==> config.mk <==
export PLATFORM = sky130hd
export DESIGN_NAME = adcs_top
export DESIGN_NICKNAME = d
export VERILOG_FILES = /design/src/adcs_pkg.sv /design/src/adcs_sar_timer.sv /design/src/adcs_top.sv
export VERILOG_INCLUDE_DIRS = /design/src
export SDC_FILE = /design/constraint.sdc
export NUM_CORES = 1
export LEC_CHECK = 0
export ABC_AREA = 1
export BUFFER_PORTS_ARGS = -buffer_cell sky130_fd_sc_hd__buf_2
export CAP_MARGIN = 15
export CORE_MARGIN = 4
export CORE_UTILIZATION = 25
export CTS_BUF_LIST = sky130_fd_sc_hd__clkbuf_8
export DETAILED_ROUTE_END_ITERATION = 8
export GPL_TIMING_DRIVEN = 0
export PLACE_DENSITY = 0.45
export SYNTH_ARGS = -nofsm -noshare
export SYNTH_HDL_FRONTEND = slang
export SYNTH_HIERARCHICAL = 1
export SYNTH_SLANG_ARGS = --single-unit
==> constraint.sdc <==
create_clock -name pclk -period 2.2 [get_ports pclk]
set_input_delay 0.11 -clock pclk [delete_from_list [all_inputs] [get_ports pclk]]
set_output_delay 0.11 -clock pclk [all_outputs]
set_load 0.02 [all_outputs]
==> src/adcs_defs.svh <==
// adcs_defs.svh: offsets, field positions and timing counts of the
// converter sequencer.
// assumes: included by bare name from the package and design files.
`ifndef ADCS_DEFS_SVH
`define ADCS_DEFS_SVH

// register indices; byte address is four times the index
`define ADCS_IDX_CR1 6'h34
`define ADCS_IDX_CR2 6'h35
`define ADCS_IDX_RESL 6'h36
`define ADCS_IDX_RESH 6'h37
`define ADCS_ADDR_W 8

// control_reg_two fields
`define ADCS_CR2_DONE 7
`define ADCS_CR2_BUSY 6
`define ADCS_CR2_ACK_HI 2
`define ADCS_CR2_ACK_LO 0

// conversion time: 39 gear periods times two to the code
`define ADCS_BASE_CYC 11'h027
`define ADCS_ACK_MAX 3'h5
`define ADCS_CNT_W 11
`define ADCS_RES_W 10

// successive approximation: one bit every 3 counts
`define ADCS_STEP 3
`define ADCS_SET_OFS 4
`define ADCS_DEC_OFS 1

`endif

==> src/adcs_pkg.sv <==
// adcs_pkg.sv: types shared by the converter sequencer files.
// assumes: adcs_defs.svh is on the include path.
`include "adcs_defs.svh"

package adcs_pkg;

  typedef enum logic [1:0] {
    MODE_OFF = 2'h0,
    MODE_SINGLE = 2'h1,
    MODE_RSVD = 2'h2,
    MODE_REPEAT = 2'h3
  } adcs_mode_e;

  typedef enum logic {
    ST_IDLE = 1'h0,
    ST_RUN = 1'h1
  } adcs_state_e;

  // control_reg_one layout, msb first
  typedef struct packed {
    logic start;
    adcs_mode_e mode;
    logic ain_en;
    logic [3:0] chan;
  } adcs_ctrl_s;

  typedef struct packed {
    logic kick;
    logic abort;
    logic [2:0] ack;
  } adcs_conv_req_s;

  typedef struct packed {
    logic done;
    logic [`ADCS_RES_W-1:0] result;
  } adcs_conv_rsp_s;

  typedef struct packed {
    adcs_state_e st;
    logic [`ADCS_CNT_W-1:0] cnt;
    logic [`ADCS_RES_W-1:0] sar;
    logic done;
  } adcs_sar_s;

  typedef struct packed {
    adcs_ctrl_s ctrl;
    logic [2:0] ack;
    logic done_flag;
    logic busy_flag;
    logic [`ADCS_RES_W-1:0] res;
    logic low_pending;
    logic irq;
    logic ref_en;
    logic [31:0] prdata;
    logic pready;
    logic pslverr;
    logic comp_s1;
    logic comp_s2;
  } adcs_top_s;

endpackage : adcs_pkg

==> src/adcs_sar_timer.sv <==
// adcs_sar_timer.sv: conversion timer and successive-approximation
// register.
// assumes: synchronised comparator level; kick and abort from the
// sequencer on the same clock.
`include "adcs_defs.svh"
`timescale 1ns/100ps
`default_nettype none

module adcs_sar_timer (
  input wire logic pclk,
  input wire logic presetn,
  input wire adcs_pkg::adcs_conv_req_s req,
  input wire logic comp_sync,
  output var adcs_pkg::adcs_conv_rsp_s rsp,
  output logic [`ADCS_RES_W-1:0] dac_code
);

  adcs_pkg::adcs_sar_s r_reg;
  adcs_pkg::adcs_sar_s r_next;
  logic [`ADCS_RES_W-1:0] set_hit;
  logic [`ADCS_RES_W-1:0] dec_hit;
  logic [2:0] ack_eff;

  // trial bit set, then decided 3 counts later: room for the
  // two-flop comparator synchroniser
  genvar k;
  generate
    for (k = 0; k < `ADCS_RES_W; k = k + 1) begin : g_bit
      assign set_hit[k] = (r_reg.cnt ==
        `ADCS_CNT_W'(`ADCS_STEP * k + `ADCS_SET_OFS));
      assign dec_hit[k] = (r_reg.cnt ==
        `ADCS_CNT_W'(`ADCS_STEP * k + `ADCS_DEC_OFS));
    end
  endgenerate

  // reserved codes run the longest time
  assign ack_eff = (req.ack > `ADCS_ACK_MAX) ? `ADCS_ACK_MAX : req.ack;

  always_comb begin
    r_next = r_reg;
    r_next.done = 1'b0;
    if (req.abort) begin
      r_next.st = adcs_pkg::ST_IDLE;
      r_next.cnt = '0;
      r_next.sar = '0;
    end else if (req.kick) begin
      r_next.st = adcs_pkg::ST_RUN;
      r_next.cnt = (`ADCS_BASE_CYC << ack_eff) - `ADCS_CNT_W'(1);
      r_next.sar = '0;
    end else begin
      unique case (r_reg.st)
        adcs_pkg::ST_IDLE: begin
          r_next.cnt = r_reg.cnt;
        end
        adcs_pkg::ST_RUN: begin
          r_next.sar = (r_reg.sar | set_hit) &
                       ~(dec_hit & {`ADCS_RES_W{~comp_sync}});
          if (r_reg.cnt == '0) begin
            r_next.st = adcs_pkg::ST_IDLE;
            r_next.done = 1'b1;
          end else begin
            r_next.cnt = r_reg.cnt - `ADCS_CNT_W'(1);
          end
        end
      endcase
    end
  end

  always_ff @(posedge pclk or negedge presetn) begin
    if (!presetn) begin
      r_reg <= '0;
    end else begin
      r_reg <= r_next;
    end
  end

  assign rsp.done = r_reg.done;
  assign rsp.result = r_reg.sar;
  assign dac_code = r_reg.sar;

endmodule : adcs_sar_timer

`default_nettype wire

==> src/adcs_top.sv <==
// adcs_top.sv: conversion sequencer with its APB register file.
// assumes: APB master on pclk; comparator level from the analog core
// arrives asynchronously; low_power_req comes from pclk logic.
//
// Behaviour
// - mode 01 plus start converts once
// - start bit clears itself, reads zero
// - busy set at start, cleared at end/stop
// - completion stores result, sets done, interrupts
// - reading high result clears done flag
// - mode 11 plus start converts continuously
// - repeat restarts right after each completion
// - completion between low and high read discarded
// - mode 00 stops at once, nothing stored
// - mode 00 zeroes flags and results
// - restart before high read clears done
// - low power aborts and zeroes control_reg_one, results
// - low power disconnects the reference
// - result is 10-bit unsigned code
// - time code picks 39 to 1248 periods
// - result split low byte, high two bits
`include "adcs_defs.svh"
`timescale 1ns/100ps
`default_nettype none

module adcs_top (
  input wire logic pclk,
  input wire logic presetn,
  input wire logic psel,
  input wire logic penable,
  input wire logic pwrite,
  input wire logic [`ADCS_ADDR_W-1:0] paddr,
  input wire logic [31:0] pwdata,
  input wire logic [3:0] pstrb,
  output logic [31:0] prdata,
  output logic pready,
  output logic pslverr,
  input wire logic comp_in,
  input wire logic low_power_req,
  output logic [`ADCS_RES_W-1:0] dac_code,
  output logic [3:0] channel_select,
  output logic analog_input_enable,
  output logic reference_voltage_en,
  output logic conv_done_irq
);

  adcs_pkg::adcs_top_s r_reg;
  adcs_pkg::adcs_top_s r_next;
  adcs_pkg::adcs_conv_req_s req;
  adcs_pkg::adcs_conv_rsp_s rsp;

  logic access;
  logic finish;
  logic wr_ok;
  logic rd_ok;
  logic hit_cr1;
  logic hit_cr2;
  logic hit_resl;
  logic hit_resh;
  logic hit;
  logic [31:0] rd_data;
  adcs_pkg::adcs_ctrl_s wr_ctrl;
  logic running_mode;

  assign hit_cr1 = (paddr == {`ADCS_IDX_CR1, 2'h0});
  assign hit_cr2 = (paddr == {`ADCS_IDX_CR2, 2'h0});
  assign hit_resl = (paddr == {`ADCS_IDX_RESL, 2'h0});
  assign hit_resh = (paddr == {`ADCS_IDX_RESH, 2'h0});
  assign hit = hit_cr1 | hit_cr2 | hit_resl | hit_resh;

  // one wait state so that prdata and pready come from flops
  assign access = psel & penable;
  assign finish = access & r_reg.pready;
  // register data sits in byte lane 0
  assign wr_ok = finish & pwrite & pstrb[0] & hit;
  assign rd_ok = finish & ~pwrite & hit;
  assign wr_ctrl = adcs_pkg::adcs_ctrl_s'(pwdata[7:0]);

  assign running_mode = (r_reg.ctrl.mode == adcs_pkg::MODE_SINGLE) |
                        (r_reg.ctrl.mode == adcs_pkg::MODE_REPEAT);

  always_comb begin
    rd_data = '0;
    if (hit_cr1) begin
      rd_data[7:0] = r_reg.ctrl;
    end else if (hit_cr2) begin
      rd_data[`ADCS_CR2_DONE] = r_reg.done_flag;
      rd_data[`ADCS_CR2_BUSY] = r_reg.busy_flag;
      rd_data[`ADCS_CR2_ACK_HI:`ADCS_CR2_ACK_LO] = r_reg.ack;
    end else if (hit_resl) begin
      rd_data[7:0] = r_reg.res[7:0];
    end else if (hit_resh) begin
      // upper six bits of the byte read as zero
      rd_data[1:0] = r_reg.res[9:8];
    end
  end

  always_comb begin
    r_next = r_reg;
    req = '0;
    req.ack = r_reg.ack;
    r_next.irq = 1'b0;
    r_next.pready = 1'b0;
    r_next.pslverr = 1'b0;
    r_next.comp_s1 = comp_in;
    r_next.comp_s2 = r_reg.comp_s1;

    // bus answer, one cycle into the access phase
    if (access & ~r_reg.pready) begin
      r_next.pready = 1'b1;
      r_next.prdata = rd_data;
      r_next.pslverr = ~hit;
    end

    // read side effects
    if (rd_ok & hit_resl) begin
      r_next.low_pending = 1'b1;
    end
    if (rd_ok & hit_resh) begin
      r_next.done_flag = 1'b0;
      r_next.low_pending = 1'b0;
    end

    // completion; a set here wins over the read clear above
    if (rsp.done) begin
      if (r_reg.ctrl.mode == adcs_pkg::MODE_REPEAT) begin
        req.kick = 1'b1;
      end else begin
        r_next.busy_flag = 1'b0;
        r_next.ref_en = 1'b0;
      end
      // a half-read pair is never overwritten
      if (r_next.low_pending) begin
        r_next.res = r_reg.res;
      end else begin
        r_next.res = rsp.result;
        r_next.done_flag = 1'b1;
        r_next.irq = 1'b1;
      end
    end

    // register writes
    if (wr_ok & hit_cr1) begin
      r_next.ctrl = wr_ctrl;
      if (wr_ctrl.mode == adcs_pkg::MODE_OFF) begin
        // forced stop outranks a completion in the same cycle
        req.kick = 1'b0;
        req.abort = 1'b1;
        r_next.busy_flag = 1'b0;
        r_next.done_flag = 1'b0;
        r_next.res = '0;
        r_next.irq = 1'b0;
        r_next.low_pending = 1'b0;
        r_next.ref_en = 1'b0;
      end
    end
    if (wr_ok & hit_cr2) begin
      r_next.ack = pwdata[`ADCS_CR2_ACK_HI:`ADCS_CR2_ACK_LO];
    end

    // start trigger, seen one cycle after it was written
    if (r_reg.ctrl.start) begin
      r_next.ctrl.start = 1'b0;
      // start while busy is ignored: software must not do it
      if (running_mode & ~r_reg.busy_flag & ~req.abort) begin
        req.kick = 1'b1;
        r_next.busy_flag = 1'b1;
        r_next.ref_en = 1'b1;
        // old result stays until the new one lands
        r_next.done_flag = 1'b0;
      end
    end

    // low-power entry clears everything but the time code and stops the converter
    if (low_power_req) begin
      req.kick = 1'b0;
      req.abort = 1'b1;
      r_next.ctrl = '0;
      r_next.busy_flag = 1'b0;
      r_next.done_flag = 1'b0;
      r_next.res = '0;
      r_next.irq = 1'b0;
      r_next.low_pending = 1'b0;
      r_next.ref_en = 1'b0;
    end
  end

  always_ff @(posedge pclk or negedge presetn) begin
    if (!presetn) begin
      r_reg <= '0;
    end else begin
      r_reg <= r_next;
    end
  end

  // comparator only reaches the sar through the second flop
  adcs_sar_timer u_sar (
    .pclk(pclk),
    .presetn(presetn),
    .req(req),
    .comp_sync(r_reg.comp_s2),
    .rsp(rsp),
    .dac_code(dac_code)
  );

  assign prdata = r_reg.prdata;
  assign pready = r_reg.pready;
  assign pslverr = r_reg.pslverr;
  assign channel_select = r_reg.ctrl.chan;
  assign analog_input_enable = r_reg.ctrl.ain_en;
  assign reference_voltage_en = r_reg.ref_en;
  assign conv_done_irq = r_reg.irq;

endmodule : adcs_top

`default_nettype wire

==> impl_results.md, run 1 <==
* Detailed placement HPWL at 7.45 mm
* Crit-path max cell delay at 0.36 ns
* Worst min-delay path category: input pin to flip-flop
* FF/Latch Area at 1530 um2
* Antenna cells at 0
* Setup TNS Final at 0 ns
* Static Leak at 2.54 nW
* Yosys reg bits at 61
* Root Driver: clkbuf_8
* Total power at 0.00253 W
* Tcrit/Tclk final at 87.4%
* Initial Util at 25.9%
* Maximum number of pins on one net before global-route repair at 62
* First-pass GRT wire length at 16.4 mm
* Cell count after synthesis at 529
* Worst Tran Pin Value at 0.806 ns
* Synthesis-to-layout area growth at 21.0%
* Fin util at 31.4%
* # nets final at 673
* Via count at 3,351
* Iteration-0 DRC Markers at 160
* Avg Vias per Cell at 4.16
* Initial antenna violation count at 0
* Final setup fails at 0
* R2R Path Start: pready$_DFF_PN0_
* CTS tree: yes
* Number of remaining DRC errors at 0
* Share of cells above drive strength 1 at 24.8%
* Min-delay src: pwdata[3]
* Crit end category: flip-flop
* Avg Inst Size Synth at 7.23 um2
* CP Max Fanout at 11
* Clk slew on worst S/H paths at 0.07 ns
* Register area share after synthesis at 39.9%
* Num CTS Buffers at 9
* Max-Cap Viols at 0
* Port Buffer Count at 50
* Die W at 132 um
* Most frequent CP cell: nor2_1
* Clock Latency Late Sink at 0.35 ns
* FP Rows at 44
* Post-CTS setup buffer count at 0
* Yosys warnings at 6
* Post-DR wirelength/cell at 12.1 um
* GP Congestion at 0.854
* Mapped Area at 3830 um2
* Outcome: finished clean
* I/O pin total at 102
* Core area at 14,800 um2
* Crit path time final at 1.92 ns
* Max-slew violations at 0
* CP required at 2.47 ns
* Setup crit start kind: flip-flop
* Critical path origin: pready$_DFF_PN0_
* Reg-to-reg slack, setup at 0.28 ns
* WL final at 9.76 mm
* Unrepaired setup endpoints after global routing: false
* Crit-path cells: nand3_1 > nor2_4 > nand3_4 > nand2_4 > nor2_1 > inv_1 > nor2_1 > nor2_1 > o21ai_0 > o21ai_1
* Slew margin rel. at 46.3%
* Fmax at 0.520 GHz
* Fin. Hold Viols at 0
* Commonest non-fill, non-tap cells in the layout: 130 x nand2_1, 64 x nor2_1, 63 x inv_1
* Clock Path Buffers at 2
* Global Route Usage Sum at 11.5%
* Die Height at 132 um
* Gr ovfl total at 0
* Multi-input gate area at 1660 um2
* PD cells at 547 nW/um2
* Crit path DAT at 2.19 ns
* Commonest non-fill, non-tap cell in the layout: nand2_1
* Worst clock skew at 0.00872 ns
* H-tree Lvls at 3
* Vias in the first global route at 3,237
* Slowest CP cell: dfrtp_1
* Peak supply drop at 0.000255 V
* Setup CP Type: flip-flop to flip-flop
* Max reg flops at 20
* Yosys cell types at 29
* Full die area at 17,300 um2
* Filler cells at 1,641
* Detailed-router iteration count before antenna repair at 5
* Post-route ant nets at 0
* Clock sink count at 61
==> power breakdown <==
group,switching [W],leakage (nW),internal [W],total [W]
logic,0.000285,1.61,0.000159,0.000444
registers,0.0000231,0.833,0.00115,0.00117
clock network,0.000459,0.0939,0.000460,0.000919
total,0.000766,2.54,0.00177,0.00253
==> cells in the mapped netlist <==
library cell / number / area [um2]
nand2_1: 130 / 488
nand4_1: 6 / 37.5
clkinv_1: 2 / 7.51
buf_6: 3 / 33.8
nor2_1: 67 / 251
or2_1: 1 / 6.26
nor2_2: 2 / 12.5
buf_2: 3 / 15.0
nand2_2: 8 / 50.1
ha_1: 6 / 75.1
inv_2: 3 / 11.3
clkinv_2: 2 / 10.0
dfrtp_1: 61 / 1530
nand3_4: 1 / 17.5
clkbuf_1: 2 / 7.51
a31oi_1: 5 / 31.3
a21oi_1: 15 / 75.1
o21ai_2: 4 / 35.0
o21ai_1: 2 / 10.0
nand3_1: 30 / 150
nand2_4: 1 / 11.3
conb_1: 1 / 3.75
o22ai_1: 6 / 37.5
nor2_4: 2 / 22.5
nor3_1: 5 / 25.0
o21ai_0: 42 / 210
inv_1: 61 / 229
buf_4: 57 / 428
o21bai_1: 1 / 7.51
==> path summary, 6_finish.rpt <==
kind	to	cells past startpoint
max	u_sar/r_reg[11]$_DFFE_PN0P_	10
min in group asynchronous	u_sar/r_reg[14]$_DFFE_PN0P_	2
max reg2reg	u_sar/r_reg[11]$_DFFE_PN0P_	10
min	channel_select[3]$_DFFE_PN0P_	3
min reg2reg	r_reg[0]$_DFF_PN0_	0
max in group asynchronous	r_reg[52]$_DFFE_PN0P_	2
==> metal layers <==
layer  global-route usage [%]  vias to the layer above  wire length (um)
met3                     3.78                        5               516
li1                         -                     1758                 -
met5                        0                        -                 0
met4                     2.28                        0                74
met2                     19.0                       79              4600
met1                     14.7                     1509              4570
==> logic make-up after synthesis <==
kind of cell / after synthesis / synth area share [%]
simple gates: 253 / 28.0
buf+inv: 133 / 19.4
compound gates: 75 / 10.6
flops: 61 / 39.9
fa+ha+maj: 6 / 1.96
other cells: 1 / 0.0980
==> metrics by stage <==
step | hold WS (ns) | cells | area (um2) | setup slack (ns)
after floorplan | -0.186 | 552 | 3910 | 0.212
after global placement | 0.220 | 786 | 4390 | -0.150
after detailed placement | 0.222 | 786 | 4400 | -0.154
after CTS | 0.0193 | 805 | 4620 | 0.0234
after global routing | 0.0407 | 805 | 4630 | 0.0570
final | 0.0284 | 805 | 4630 | 0.278
==> critical path, delay by kind of cell, from the launching register on <==
family                 cells  cell delay [ns]
buffers and inverters      1             0.29
AND/OR/NAND/NOR            7             0.90
AO/OA/AOI/OAI              2             0.27
flip-flops                 1             0.36
==> cell type report <==
class / instances / area share, %
clock buffers: 11 / 3.27
repair buffers: 54 / 6.32
multi-input cells: 358 / 35.9
flip-flops and latches: 61 / 33.0
well taps: 184 / 4.97
plain buffers: 64 / 10.4
inverters: 68 / 5.57
clock inverters: 5 / 0.595
==> repair_timing <==
action	in CTS	in global routing
resized for setup	2	5
hold buffers	4	0
setup endpoints to repair	14	18
hold endpoints to repair	64	0
(Power assumes the default switching activity.)
==> run 2, diff against run 1 <==
--- a/config.mk
+++ b/config.mk
@@ -14,7 +14,7 @@
 export CTS_BUF_LIST = sky130_fd_sc_hd__clkbuf_8
 export DETAILED_ROUTE_END_ITERATION = 8
 export GPL_TIMING_DRIVEN = 0
-export PLACE_DENSITY = 0.45
+export PLACE_DENSITY = 0.55
 export SYNTH_ARGS = -nofsm -noshare
 export SYNTH_HDL_FRONTEND = slang
 export SYNTH_HIERARCHICAL = 1
==> run 2 against run 1 <==
Net effect:
- combinational power barely moved
- hold slack lost 0.0063 ns
- via count decreased by 1.1%
- fmax decreased by 1.0%
- global-route usage fell by 0.40 points
- flip-flop and latch count stayed put
- die area is the same
- design area increased by 0.19%
- critical path depth unchanged
- critical path type unchanged
- largest cell class unchanged
==> impl_results.md, run 2 (synthesis gave the netlist of run 1 again) <==
* Fmax at 0.515 GHz (-1.0%)
* Antenna cells at 0 (unchanged)
* Post-CTS setup buffer count at 0 (unchanged)
* Initial antenna violation count at 0 (unchanged)
* Tcrit/Tclk final at 88.3% (+0.92 points)
* Crit-path max cell delay at 0.36 ns (about the same)
* First-pass GRT wire length at 15.8 mm (-3.9%)
* Worst clock skew at 0.0106 ns (+0.00190 ns)
* Clock sink count at 61 (unchanged)
* Max-Cap Viols at 0 (unchanged)
* Crit end category: flip-flop
* Non-filler instance count after layout at 805 (unchanged)
* Avg Vias per Cell at 4.12 (-1.1%)
* Vias in the first global route at 3,116 (-3.7%)
* FP Rows at 44 (unchanged)
* Critical path origin: pready$_DFF_PN0_
* Iteration-0 DRC Markers at 213 (+33%)
* Worst min-delay path category: input pin to flip-flop
* Crit path time final at 1.94 ns (+0.0203 ns)
* Num CTS Buffers at 9 (unchanged)
* Placed insts at 786 (unchanged)
* Reg-to-reg slack, setup at 0.26 ns (-0.02 ns)
* Gr ovfl total at 0 (unchanged)
* Detailed-router iteration count before antenna repair at 4 (-1)
* Full die area at 17,300 um2 (unchanged)
* Post-Place Setup Slack at -0.153 ns (+0.00174 ns)
* Multi-input gate area at 1660 um2 (unchanged)
* Dpl cell area at 4400 um2 (unchanged)
* Clk slew on worst S/H paths at 0.07 ns (about the same)
* Clock Latency Late Sink at 0.34 ns (about the same)
* Filler cells at 1,618 (-1.4%)
* Unrepaired setup endpoints after global routing: false
* Share of cells above drive strength 1 at 25.1% (+0.32 points)
* Slew margin rel. at 46.5% (+0.22 points)
* Setup ws final at 0.257 ns (-0.0203 ns)
* Via count at 3,313 (-1.1%)
* Setup TNS Final at 0 ns (unchanged)
* Fin util at 31.4% (+0.059 points)
* Fin. Hold Viols at 0 (unchanged)
* Post-DR wirelength/cell at 11.7 um (-3.1%)
* Number of remaining DRC errors at 0 (unchanged)
* # nets final at 673 (unchanged)
* Finished Cell Area at 4640 um2 (+0.19%)
* I/O pin total at 102 (unchanged)
* Max reg flops at 20 (unchanged)
* Die Height at 132 um (unchanged)
* PD cells at 563 nW/um2 (+2.8%)
* Peak supply drop at 0.000324 V (+27%)
* Worst Tran Pin Value at 0.803 ns (-0.00334 ns)
* Commonest non-fill, non-tap cells in the layout: 130 x nand2_1, 64 x nor2_1, 63 x inv_1
* Detailed placement HPWL at 7.10 mm (-4.7%)
* Die W at 132 um (unchanged)
* Reg2Reg Depth at 10 (unchanged)
* WL final at 9.45 mm (-3.1%)
* CTS tree: yes
* Crit path DAT at 2.21 ns (+0.02 ns)
* Slowest CP cell: dfrtp_1
* Global Route Usage Sum at 11.1% (-0.40 points)
* Initial Util at 25.9% (unchanged)
* Port Buffer Count at 50 (unchanged)
* GP Congestion at 0.824 (-3.4%)
* Max-slew violations at 0 (unchanged)
* FF/Latch Area at 1530 um2 (unchanged)
* H-tree Lvls at 3 (unchanged)
* Setup CP Type: flip-flop to flip-flop
* CP required at 2.46 ns (about the same)
* Post-route ant nets at 0 (unchanged)
* R2R Path Start: pready$_DFF_PN0_
* Maximum number of pins on one net before global-route repair at 62 (unchanged)
* Clock Path Buffers at 2 (unchanged)
* CP Max Fanout at 10 (-1)
* Root Driver: clkbuf_8
* R2R Path End: u_sar/dac_code[9]$_DFFE_PN0P_
* Synthesis-to-layout area growth at 21.2%
* Final setup fails at 0 (unchanged)
* Core area at 14,800 um2 (unchanged)
* Setup crit start kind: flip-flop
* Outcome: finished clean
* Commonest non-fill, non-tap cell in the layout: nand2_1
* Static Leak at 2.55 nW (+0.44%)
* Critical Path Sink: u_sar/dac_code[9]$_DFFE_PN0P_
* Crit-path cells: nand3_1 > nor2_2 > nand3_4 > nand2_4 > nor2_1 > nor2_1 > inv_1 > nor2_2 > inv_1 > o21ai_0
## run 2: per-layer routing
layer,up-vias,wire length (um),global-route usage (%)
li1,1759,-,-
met1,1476,4420,14.3
met2,71,4440,18.3
met3,7,504,3.33
met4,0,89,2.45
met5,-,0,0
## run 2: worst min path at each step
| stage | from | endpoint | slack [ns] | cells past startpoint |
|---|---|---|---|---|
| after floorplan | presetn | analog_input_enable$_DFFE_PN0P_ | -0.19 | 0 |
| after global placement | comp_in | r_next[0]$_DFF_PN0_ | 0.22 | 1 |
| after detailed placement | comp_in | r_next[0]$_DFF_PN0_ | 0.23 | 1 |
| after CTS | pwdata[4] | analog_input_enable$_DFFE_PN0P_ | 0.01 | 3 |
| after global routing | pwdata[4] | analog_input_enable$_DFFE_PN0P_ | 0.03 | 3 |
| final | pwdata[4] | analog_input_enable$_DFFE_PN0P_ | 0.02 | 3 |
## run 2: area by class of cell
type	instances	share of cell area, %
inverters	68	5.56
multi-input cells	358	35.8
flip-flops and latches	61	32.9
clock inverters	6	1.19
clock buffers	10	2.97
repair buffers	53	6.10
well taps	184	4.96
plain buffers	65	10.5
## run 2: critical path: cells and delay by family, from the launching register on
kind	cells	cell delay (ns)
buffers and inverters	2	0.19
DFF	1	0.36
and+or+nand+nor	7	1.19
AOI/OAI and AO/OA	1	0.14
## run 2: where the power goes
group / leakage, nW / switching, W / total (W) / internal (W)
combinational: 1.61 / 0.000284 / 0.000443 / 0.000158
sequential: 0.833 / 0.0000235 / 0.00117 / 0.00115
clock: 0.105 / 0.000454 / 0.000996 / 0.000542
## run 2: per-stage QoR
step	hold slack, ns	power, W
after global placement	0.221	0.00163
final	0.0221	0.00261
after CTS	0.0130	0.00264
after global routing	0.0333	0.00275
after detailed placement	0.227	0.00163
after floorplan	-0.186	0.00151
## run 2: repair_timing
action	4_1_cts	5_1_grt
pin swaps	0	0
gates resized for setup	2	7
cloned	0	0
hold endpoints to repair	63	0
hold buffers	3	0
endpoints found under the setup margin	10	19
